File: config.mk
export PLATFORM = sky130hd
export DESIGN_NAME = scm_sys_ctrl
export DESIGN_NICKNAME = d
export VERILOG_FILES = /design/src/inc/scm_pkg.sv /design/src/design/scm_sys_ctrl.sv
export VERILOG_INCLUDE_DIRS = /design/src /design/src/inc
export SDC_FILE = /design/constraint.sdc
export NUM_CORES = 1
export LEC_CHECK = 0
export BUFFER_PORTS_ARGS = -buffer_cell sky130_fd_sc_hd__buf_2
export CORE_UTILIZATION = 40
export CTS_CLUSTER_DIAMETER = 120
export DETAILED_ROUTE_END_ITERATION = 7
export HOLD_SLACK_MARGIN = 0.15
export PLACE_DENSITY = 0.63
export SYNTH_ARGS = -nofsm -noshare
export SYNTH_HDL_FRONTEND = slang
export SYNTH_SLANG_ARGS = --single-unit
File: constraint.sdc
create_clock -name clock_i -period 1.96 [get_ports clock_i]
set_input_delay 0.294 -clock clock_i [delete_from_list [all_inputs] [get_ports clock_i]]
set_output_delay 0.294 -clock clock_i [all_outputs]
set_load 0.005 [all_outputs]
File: src/inc/scm_consts.svh
// Purpose: named offsets, field positions and reset values of the system-control block
// Assumes: byte addresses on a 32-bit register port, one word per register
// Notes:   definitions only
`ifndef SCM_CONSTS_SVH
`define SCM_CONSTS_SVH

// ****************************************************************
// register offsets
// ****************************************************************
`define SCM_OFS_BLOCK_RESET_2   8'h0c
`define SCM_OFS_TEMP_CTRL       8'h20
`define SCM_OFS_PA_LOW_FUNC     8'h30
`define SCM_OFS_PA_HIGH_FUNC    8'h34
`define SCM_OFS_PB_LOW_FUNC     8'h38

// ****************************************************************
// reset values and writable masks
// ****************************************************************
`define SCM_RST_VALUE           32'h0000_0000
`define SCM_BLOCK_RESET_2_MASK  32'hd453_333e
`define SCM_TEMP_CTRL_MASK      32'h0000_0001
`define SCM_READ_ZERO           32'h0000_0000

// ****************************************************************
// block reset and sensor enable bit positions
// ****************************************************************
`define SCM_BIT_CARD_IF1        31
`define SCM_BIT_CARD_IF0        30
`define SCM_BIT_ADC             28
`define SCM_BIT_SEGMENT_DISP    26
`define SCM_BIT_COMPARATOR      22
`define SCM_BIT_PULSE_WIDTH     20
`define SCM_BIT_SERIAL1         17
`define SCM_BIT_SERIAL0         16
`define SCM_BIT_SYNC_SERIAL1    13
`define SCM_BIT_SYNC_SERIAL0    12
`define SCM_BIT_TWO_WIRE1       9
`define SCM_BIT_TWO_WIRE0       8
`define SCM_BIT_TIMER_HI        5
`define SCM_BIT_TIMER_LO        2
`define SCM_BIT_GPIO            1
`define SCM_BIT_TEMP_ENABLE     0

// ****************************************************************
// function codes
// ****************************************************************
`define SCM_FN_GPIO             4'h0
`define SCM_FN_1                4'h1
`define SCM_FN_2                4'h2
`define SCM_FN_3                4'h3
`define SCM_FN_4                4'h4
`define SCM_FN_5                4'h5
`define SCM_FN_6                4'h6
`define SCM_FN_7                4'h7
`define SCM_FN_8                4'h8
`define SCM_FN_9                4'h9
`define SCM_FN_WIDTH            4
`define SCM_PINS_PER_REG        8

`endif

File: src/inc/scm_pkg.sv
// Purpose: shared types of the system-control block
// Assumes: constants come from scm_consts.svh
// Notes:   types only
package scm_pkg;
  typedef logic [3:0]  scm_func_t;   // one pin function code
  typedef logic [31:0] scm_word_t;   // register word
  typedef logic [7:0]  scm_addr_t;   // byte address
endpackage

File: src/design/scm_sys_ctrl.sv
// Purpose: peripheral block resets, temperature sensor enable and pin function select
// Assumes: one 100 MHz clock, synchronous active-high reset, plain register port
// Notes:   per-pin one-hot selects tell the pad ring which signal owns each of the twelve decoded pins
// Notes:   raw codes read back as written
// Notes:   outputs lag a write by one edge
//
// Design decision made here: the address-and-strobe port.
`timescale 1ns/1ps
`include "scm_consts.svh"

module scm_sys_ctrl #(
  parameter int PORT_A_PINS = 16,  // pins of port a served here
  parameter int PORT_B_PINS = 8    // pins of port b served here
) (
  input  wire logic              clock_i,                  // system clock
  input  wire logic              rst_i,                    // synchronous reset
  input  wire scm_pkg::scm_addr_t addr_i,                  // register byte address
  input  wire scm_pkg::scm_word_t wdata_i,                 // write data
  input  wire logic              wr_i,                     // write strobe
  input  wire logic              rd_i,                     // read strobe
  output logic [31:0]            rdata_o,                  // read data, cycle after rd_i
  output logic                   card_if1_block_reset_o,   // card interface 1 reset
  output logic                   card_if0_block_reset_o,   // card interface 0 reset
  output logic                   adc_block_reset_o,        // analog converter reset
  output logic                   segment_display_block_reset_o, // segment display reset
  output logic                   comparator_block_reset_o, // comparator reset
  output logic                   pulse_width_block_reset_o, // pulse width reset
  output logic                   serial_port1_block_reset_o, // serial port 1 reset
  output logic                   serial_port0_block_reset_o, // serial port 0 reset
  output logic                   sync_serial1_block_reset_o, // sync serial 1 reset
  output logic                   sync_serial0_block_reset_o, // sync serial 0 reset
  output logic                   two_wire1_block_reset_o,  // two wire 1 reset
  output logic                   two_wire0_block_reset_o,  // two wire 0 reset
  output logic [3:0]             timer_block_reset_o,      // timers 3..0 reset
  output logic                   gpio_block_reset_o,       // gpio controller reset
  output logic                   temp_sensor_enable_o,     // temperature sensor on
  output logic [63:0]            port_a_function_o,        // port a codes, 4 bits per pin
  output logic [31:0]            port_b_function_o,        // port b low byte codes
  output logic [9:0]             pa1_select_o,             // pin a1 one-hot functions
  output logic [9:0]             pa2_select_o,             // pin a2 one-hot functions
  output logic [9:0]             pa5_select_o,             // pin a5 one-hot functions
  output logic [9:0]             pa8_select_o,             // pin a8 one-hot functions
  output logic [9:0]             pa11_select_o,            // pin a11 one-hot functions
  output logic [9:0]             pa12_select_o,            // pin a12 one-hot functions
  output logic [9:0]             pa13_select_o,            // pin a13 one-hot functions
  output logic [9:0]             pa14_select_o,            // pin a14 one-hot functions
  output logic [9:0]             pa15_select_o,            // pin a15 one-hot functions
  output logic [9:0]             pb5_select_o,             // pin b5 one-hot functions
  output logic [9:0]             pb6_select_o,             // pin b6 one-hot functions
  output logic [9:0]             pb7_select_o,             // pin b7 one-hot functions
  output logic                   serial0_tx_modulate_o,    // pin a12 carries modulable tx
  output logic                   serial1_tx_modulate_o     // pin b6 carries modulable tx
);
  import scm_pkg::*;

  // ****************************************************************
  // elaboration check
  // ****************************************************************
  // pin tables are fixed
  if (PORT_A_PINS != 16 || PORT_B_PINS != 8) begin : g_bad_width
    $error("scm_sys_ctrl serves exactly 16 port a and 8 port b pins");
  end

  // ****************************************************************
  // functions
  // ****************************************************************
  // one-hot of a code, kept only where the code is listed for the pin
  // shared by every decoded pin
  function automatic logic [9:0] sel_decode(input scm_func_t code, input logic [9:0] legal);
    logic [9:0] hot;
    // start from nothing
    hot = 10'h000;
    // codes above nine are unlisted
    if (code <= `SCM_FN_9) begin
      hot[code] = 1'b1;
    end
    // unlisted codes fall back to gpio
    if ((hot & legal) == 10'h000) begin
      sel_decode = 10'h001;
    end else begin
      // listed code kept
      sel_decode = hot;
    end
  endfunction

  // code of pin n inside a register word
  // pin 0 sits in the low nibble
  function automatic scm_func_t pin_code(input scm_word_t word, input int n);
    pin_code = word[n*`SCM_FN_WIDTH +: `SCM_FN_WIDTH];
  endfunction

  // ****************************************************************
  // registers
  // ****************************************************************
  // software writes, reset clears
  scm_word_t block_reset_2;           // peripheral block reset levels
  scm_word_t temp_sensor_control;     // temperature sensor control
  scm_word_t port_a_low_pin_function; // port a pins 0-7 codes
  scm_word_t port_a_high_pin_function; // port a pins 8-15 codes
  scm_word_t port_b_low_pin_function; // port b pins 0-7 codes

  // address decode
  // exact match, no aliases
  // unmapped hits nothing
  wire logic hit_reset = (addr_i == `SCM_OFS_BLOCK_RESET_2);
  wire logic hit_temp  = (addr_i == `SCM_OFS_TEMP_CTRL);
  wire logic hit_pal   = (addr_i == `SCM_OFS_PA_LOW_FUNC);
  wire logic hit_pah   = (addr_i == `SCM_OFS_PA_HIGH_FUNC);
  wire logic hit_pbl   = (addr_i == `SCM_OFS_PB_LOW_FUNC);

  // reserved bits masked off on write
  // pin words have no reserved bits
  wire scm_word_t next_block_reset_2 = wdata_i & `SCM_BLOCK_RESET_2_MASK;
  wire scm_word_t next_temp_ctrl     = wdata_i & `SCM_TEMP_CTRL_MASK;

  // read mux, unmapped addresses read zero
  // decodes never overlap
  wire scm_word_t next_rdata =
    hit_reset ? block_reset_2 :
    hit_temp  ? temp_sensor_control :
    hit_pal   ? port_a_low_pin_function :
    hit_pah   ? port_a_high_pin_function :
    hit_pbl   ? port_b_low_pin_function : `SCM_READ_ZERO;

  // ****************************************************************
  // register writes
  // ****************************************************************
  // reset levels stay until software clears them
  // reserved bits stay zero
  always_ff @(posedge clock_i) begin
    if (rst_i) begin
      // all peripherals run
      block_reset_2 <= `SCM_RST_VALUE;
    end else if (wr_i && hit_reset) begin
      // level held until cleared
      block_reset_2 <= next_block_reset_2;
    end
  end

  // temperature control
  // one enable bit
  always_ff @(posedge clock_i) begin
    if (rst_i) begin
      // sensor off
      temp_sensor_control <= `SCM_RST_VALUE;
    end else if (wr_i && hit_temp) begin
      // only bit zero kept
      temp_sensor_control <= next_temp_ctrl;
    end
  end

  // pin function registers, every bit is a code bit
  // stored raw, even unlisted
  always_ff @(posedge clock_i) begin
    if (rst_i) begin
      // every pin gpio
      port_a_low_pin_function  <= `SCM_RST_VALUE;
      port_a_high_pin_function <= `SCM_RST_VALUE;
      port_b_low_pin_function  <= `SCM_RST_VALUE;
    end else if (wr_i) begin
      // port a pins 0-7
      if (hit_pal) begin
        port_a_low_pin_function <= wdata_i;
      end
      // port a pins 8-15
      if (hit_pah) begin
        port_a_high_pin_function <= wdata_i;
      end
      // port b pins 0-7
      if (hit_pbl) begin
        port_b_low_pin_function <= wdata_i;
      end
    end
  end

  // read data stands only in the cycle after the strobe
  always_ff @(posedge clock_i) begin
    if (rst_i) begin
      // port cleared
      rdata_o <= `SCM_READ_ZERO;
    end else if (rd_i) begin
      // no wait state
      rdata_o <= next_rdata;
    end else begin
      // idle bus reads zero
      rdata_o <= `SCM_READ_ZERO;
    end
  end

  // ****************************************************************
  // reset and enable outputs
  // ****************************************************************
  // registered copies, so outputs come straight from flops
  // keeps glitches off reset lines
  always_ff @(posedge clock_i) begin
    if (rst_i) begin
      // nothing held in reset
      card_if1_block_reset_o        <= 1'b0;
      card_if0_block_reset_o        <= 1'b0;
      adc_block_reset_o             <= 1'b0;
      segment_display_block_reset_o <= 1'b0;
      comparator_block_reset_o      <= 1'b0;
      pulse_width_block_reset_o     <= 1'b0;
      serial_port1_block_reset_o    <= 1'b0;
      serial_port0_block_reset_o    <= 1'b0;
      sync_serial1_block_reset_o    <= 1'b0;
      sync_serial0_block_reset_o    <= 1'b0;
      two_wire1_block_reset_o       <= 1'b0;
      two_wire0_block_reset_o       <= 1'b0;
      timer_block_reset_o           <= 4'h0;
      gpio_block_reset_o            <= 1'b0;
      temp_sensor_enable_o          <= 1'b0;
    end else begin
      // copy register bits
      card_if1_block_reset_o        <= block_reset_2[`SCM_BIT_CARD_IF1];
      card_if0_block_reset_o        <= block_reset_2[`SCM_BIT_CARD_IF0];
      adc_block_reset_o             <= block_reset_2[`SCM_BIT_ADC];
      segment_display_block_reset_o <= block_reset_2[`SCM_BIT_SEGMENT_DISP];
      comparator_block_reset_o      <= block_reset_2[`SCM_BIT_COMPARATOR];
      pulse_width_block_reset_o     <= block_reset_2[`SCM_BIT_PULSE_WIDTH];
      serial_port1_block_reset_o    <= block_reset_2[`SCM_BIT_SERIAL1];
      serial_port0_block_reset_o    <= block_reset_2[`SCM_BIT_SERIAL0];
      sync_serial1_block_reset_o    <= block_reset_2[`SCM_BIT_SYNC_SERIAL1];
      sync_serial0_block_reset_o    <= block_reset_2[`SCM_BIT_SYNC_SERIAL0];
      two_wire1_block_reset_o       <= block_reset_2[`SCM_BIT_TWO_WIRE1];
      two_wire0_block_reset_o       <= block_reset_2[`SCM_BIT_TWO_WIRE0];
      // one field, four timers
      timer_block_reset_o <= block_reset_2[`SCM_BIT_TIMER_HI:`SCM_BIT_TIMER_LO];
      gpio_block_reset_o            <= block_reset_2[`SCM_BIT_GPIO];
      // sensor enable bit
      temp_sensor_enable_o <= temp_sensor_control[`SCM_BIT_TEMP_ENABLE];
    end
  end

  // ****************************************************************
  // pin function decode
  // ****************************************************************
  // legal code sets per pin, bit n set when code n is listed
  // port a
  localparam logic [9:0] LEGAL_PA1  = 10'h20d; // gpio, 2, 3, 9
  localparam logic [9:0] LEGAL_PA2  = 10'h21f; // gpio, 1, 2, 3, 4, 9
  localparam logic [9:0] LEGAL_PA5  = 10'h27d; // gpio, 2, 3, 4, 5, 6, 9
  localparam logic [9:0] LEGAL_PA8  = 10'h011; // gpio, 4
  localparam logic [9:0] LEGAL_PA11 = 10'h015; // gpio, 2, 4
  localparam logic [9:0] LEGAL_PA12 = 10'h1e9; // gpio, 3, 5, 6, 7, 8
  localparam logic [9:0] LEGAL_PA13 = 10'h1e9; // gpio, 3, 5, 6, 7, 8
  localparam logic [9:0] LEGAL_PA14 = 10'h361; // gpio, 5, 6, 8, 9
  localparam logic [9:0] LEGAL_PA15 = 10'h16d; // gpio, 2, 3, 5, 6, 8
  // port b
  localparam logic [9:0] LEGAL_PB5  = 10'h0c1; // gpio, 6, 7
  localparam logic [9:0] LEGAL_PB6  = 10'h1c3; // gpio, 1, 6, 7, 8
  localparam logic [9:0] LEGAL_PB7  = 10'h191; // gpio, 4, 7, 8

  // codes of the decoded pins, position inside their register word
  // other pins need no decode
  // port a low word
  wire scm_func_t pa1_code  = pin_code(port_a_low_pin_function, 1);
  wire scm_func_t pa2_code  = pin_code(port_a_low_pin_function, 2);
  wire scm_func_t pa5_code  = pin_code(port_a_low_pin_function, 5);
  // port a high word
  wire scm_func_t pa8_code  = pin_code(port_a_high_pin_function, 0);
  wire scm_func_t pa11_code = pin_code(port_a_high_pin_function, 3);
  wire scm_func_t pa12_code = pin_code(port_a_high_pin_function, 4);
  wire scm_func_t pa13_code = pin_code(port_a_high_pin_function, 5);
  wire scm_func_t pa14_code = pin_code(port_a_high_pin_function, 6);
  wire scm_func_t pa15_code = pin_code(port_a_high_pin_function, 7);
  // port b low word
  wire scm_func_t pb5_code  = pin_code(port_b_low_pin_function, 5);
  wire scm_func_t pb6_code  = pin_code(port_b_low_pin_function, 6);
  wire scm_func_t pb7_code  = pin_code(port_b_low_pin_function, 7);

  // one-hot selects
  // each falls back to gpio alone
  // port a
  wire logic [9:0] next_pa1  = sel_decode(pa1_code, LEGAL_PA1);
  wire logic [9:0] next_pa2  = sel_decode(pa2_code, LEGAL_PA2);
  wire logic [9:0] next_pa5  = sel_decode(pa5_code, LEGAL_PA5);
  wire logic [9:0] next_pa8  = sel_decode(pa8_code, LEGAL_PA8);
  wire logic [9:0] next_pa11 = sel_decode(pa11_code, LEGAL_PA11);
  wire logic [9:0] next_pa12 = sel_decode(pa12_code, LEGAL_PA12);
  wire logic [9:0] next_pa13 = sel_decode(pa13_code, LEGAL_PA13);
  wire logic [9:0] next_pa14 = sel_decode(pa14_code, LEGAL_PA14);
  wire logic [9:0] next_pa15 = sel_decode(pa15_code, LEGAL_PA15);
  // port b
  wire logic [9:0] next_pb5  = sel_decode(pb5_code, LEGAL_PB5);
  wire logic [9:0] next_pb6  = sel_decode(pb6_code, LEGAL_PB6);
  wire logic [9:0] next_pb7  = sel_decode(pb7_code, LEGAL_PB7);

  // transmit pins that may be modulated by the pulse width output
  // only code seven is transmit
  // mixing is in the serial port
  wire logic next_tx0_mod = next_pa12[`SCM_FN_7];
  wire logic next_tx1_mod = next_pb6[`SCM_FN_7];

  // select outputs registered; reset value means gpio on every pin
  // glitch free pad controls
  always_ff @(posedge clock_i) begin
    if (rst_i) begin
      // gpio everywhere
      pa1_select_o  <= 10'h001;
      pa2_select_o  <= 10'h001;
      pa5_select_o  <= 10'h001;
      pa8_select_o  <= 10'h001;
      pa11_select_o <= 10'h001;
      pa12_select_o <= 10'h001;
      pa13_select_o <= 10'h001;
      pa14_select_o <= 10'h001;
      pa15_select_o <= 10'h001;
      pb5_select_o  <= 10'h001;
      pb6_select_o  <= 10'h001;
      pb7_select_o  <= 10'h001;
    end else begin
      // decoded selects
      pa1_select_o  <= next_pa1;
      pa2_select_o  <= next_pa2;
      pa5_select_o  <= next_pa5;
      pa8_select_o  <= next_pa8;
      pa11_select_o <= next_pa11;
      pa12_select_o <= next_pa12;
      pa13_select_o <= next_pa13;
      pa14_select_o <= next_pa14;
      pa15_select_o <= next_pa15;
      pb5_select_o  <= next_pb5;
      pb6_select_o  <= next_pb6;
      pb7_select_o  <= next_pb7;
    end
  end

  // raw code buses and modulation flags
  // codes stay until rewritten
  always_ff @(posedge clock_i) begin
    if (rst_i) begin
      // all codes zero
      port_a_function_o     <= 64'h0;
      port_b_function_o     <= 32'h0;
      serial0_tx_modulate_o <= 1'b0;
      serial1_tx_modulate_o <= 1'b0;
    end else begin
      // mirror stored codes
      port_a_function_o     <= {port_a_high_pin_function, port_a_low_pin_function};
      port_b_function_o     <= port_b_low_pin_function;
      serial0_tx_modulate_o <= next_tx0_mod;
      serial1_tx_modulate_o <= next_tx1_mod;
    end
  end

endmodule

==> flow_metrics.tcl <==
set metrics [dict create \
    cts_buffer_depth 3 \
    first_global_vias 8385 \
    ctsResizeCount 0 \
    drt_iter0_markers 483 \
    pre_cts_slack_ps 161.8 \
    run_status "finished, final reports clean" \
    initial_utilization_pct 40.58 \
    crit_path_cell_trace "dlygate4sd3_1, buf_2, and4bb_4, nand4_4, buf_4, nor3_1" \
    reg2reg_slack_ps 740 \
    ant_nets 0 \
    fin_nets 1531 \
    slew_viol_final 0 \
    die_h_um 172.7 \
    endpoint_kind "flip-flop" \
    max-cap-violations 0 \
    grt_max_degree 105 \
    finalSetupTns_ps 0 \
    crit_path_start_kind "input port" \
    synth_top_area_share_pct 65.31 \
    final_cells 1899 \
    wl_per_cell_um 15.83 \
    critPathKind "input port to flip-flop" \
    hp-class "input port to flip-flop" \
    synth-seq-cells 380 \
    synth_cell_types 46 \
    yosysWarningCount 0 \
    synth_area_mm2 0.01165 \
    drive_above_1_share_pct 27.33 \
    finalCriticalPeriod_ps 1794 \
    p_leak_nw 7.795 \
    antenna_found_initial 0 \
    final.setup_skew_ps 7.480 \
    grt_setup_unrepaired "false" \
    grt-ovfl-total 0 \
    grt_pass1_wl_um 46520 \
    setup_viol_count_final 0 \
    antenna_cells 0 \
    synthToLayoutAreaGrowth_pct 33.04 \
    critPathSlowestCell "dlygate4sd3_1" \
    cp_slowest_stage_delay_ps 520 \
    fin_ws_ps 166.0 \
    avgViaCountPerCell 4.599 \
    io_buffer_count 311 \
    relSlewSlack_pct 51.84 \
    synthTopCellsByArea "dfxtp_1, nor2b_1, a21o_1" \
    synthCells 1086 \
    ys_seq_area_share_pct 65.31 \
    clk_pin_slew_ps 60 \
    final_common_cell "dfxtp_1" \
    die_area_mm2 0.02981 \
    cp_max_fo 12 \
    cts_made_buffers 39 \
    layout_common_cells "dfxtp_1, buf_2, nor2_1, nor2b_1, a21o_1" \
    clockRootBuffer "clkbuf_16" \
    whs_ps 173.6 \
    gp_congestion 0.7686 \
    dpl.hpwl_um 20760 \
    drc 0 \
    cts_tree "done" \
    yosysTopAreaCell "dfxtp_1" \
    max_freq_mhz 557.4 \
    clk_latency_ps 500 \
    drt_wl_total_um 30070 \
    coreArea_mm2 0.02870 \
    p_per_area_mw_per_mm2 1026 \
    vias 8733 \
    fp.dieW_um 172.7 \
    first_pass_iters 5 \
    peakVddDrop_mv 0.5425 \
    fillCellCount 2639 \
    fp-row-count 62 \
    finalHoldViolations 0 \
    avgSynthCellArea_um2 10.73 \
    htree_num_levels 2 \
    dp.cells 1807 \
    worst_slew_pin_slew_ps 721.6 \
    p_total_mw 15.89 \
    period_share_pct 91.53 \
    grtUsageTotal_pct 19.75 \
    critPathArrivalTime_ps 2210 \
    ios 312 \
    clkSinkCount 380 \
    cp.required_ps 2380 \
]
==> kinds of logic (layout without fill, tap and decap cells) <==
kind of cell | after synthesis | count (layout) | share of synthesized area (%)
flops | 380 | 380 | 65.31
other cells | 1 | 63 | 0.03219
buf+inv | 89 | 456 | 3.222
compound gates | 187 | 187 | 11.15
mux | 25 | 25 | 2.148
simple gates | 401 | 401 | 17.92
xor+xnor | 3 | 3 | 0.2256
==> layout make-up <==
class                           instances  area [um^2]  share of cell area [%]
Tap cell                              384        480.5                   3.100
Clock buffer                           54         1175                   7.581
Clock inverter                         15        183.9                   1.187
Sequential cell                       380         7607                   49.09
Timing Repair Buffer                  361         2029                   13.10
Multi-Input combinational cell        679         3924                   25.32
Inverter                               26        97.59                  0.6297
==> per-layer routing <==
layer / global-route usage, % / vias to the layer above / wire, um / part of all wire [%]
li1: - / 4358 / - / -
met1: 26.14 / 4006 / 13690 / 46
met2: 32.48 / 318 / 13740 / 46
met3: 4.178 / 51 / 1953 / 6.5
met4: 5.715 / 0 / 690 / 2.3
met5: 0 / - / 0 / 0
==> stage by stage <==
step | instance area, um^2 | util, %
floorplan | 11880 | -
global placement | 13910 | 48.46
detailed placement | 13910 | 48.46
CTS | 15500 | 53.99
global route | 15500 | 53.99
finish | 15500 | 53.99
==> state kept, by name, summed over array words and instances, names as in the netlist, 17 cells and up <==
register and cells:
port_b_low_pin_function 32, block_reset_2 17, port_b_function_o 32, port_a_high_pin_function 32
port_a_function_o 64, port_a_low_pin_function 32, rdata_o 32
==> synthesized netlist by cell type (all sizes together) <==
cell type  number
buf            21
and2            2
nor3b          10
o2bb2ai        17
xnor2           1
nand3b          2
and3b           5
a21o           86
a22oi          18
nor2b         109
or3             3
o22ai           1
and3            5
o311ai          1
a21boi          1
nand4           6
nor4           10
nor4b           9
dfxtp         380
nor2          135
nand3           1
a22o            2
a21oi          28
mux2i          25
nand2b          8
conb            1
a2111oi         1
clkbuf         42
nor4bb          1
nand2          73
or4             1
nor3           20
a221o           2
inv            26
o21ai          29
and4bb          1
o221ai          1
xor2            2
==> final timing paths <==
| path | startpoint | endpoint | cells past startpoint |
|---|---|---|---|
| setup / recovery | addr_i[5] | rdata_o[24] | 6 |
| setup reg to reg | port_a_high_pin_function[17] | pa12_select_o[0] | 2 |
| hold reg to reg | temp_sensor_control[0] | temp_sensor_enable_o | 2 |
| hold / removal | wdata_i[15] | port_a_low_pin_function[15] | 4 |
==> power breakdown <==
part	switching (mW)	total, mW	leakage, nW	internal [mW]
clock network	2.91	7.63	0.673	4.71
logic	0.281	0.453	4.04	0.172
registers	0.0169	7.81	3.08	7.80
total	3.21	15.9	7.80	12.7
==> timing repair <==
action,in CTS,in global routing
hold endpoints to repair,32,0
buffers inserted,0,0
endpoints found under the setup margin,0,0
hold buffers,23,0
==> critical path: cells and delay by family <==
kind / cells / cell delay [ps]
and+or+nand+nor: 3 / 940
buffers and inverters: 3 / 960
No activity file was read; power rests on OpenSTA's default activity.
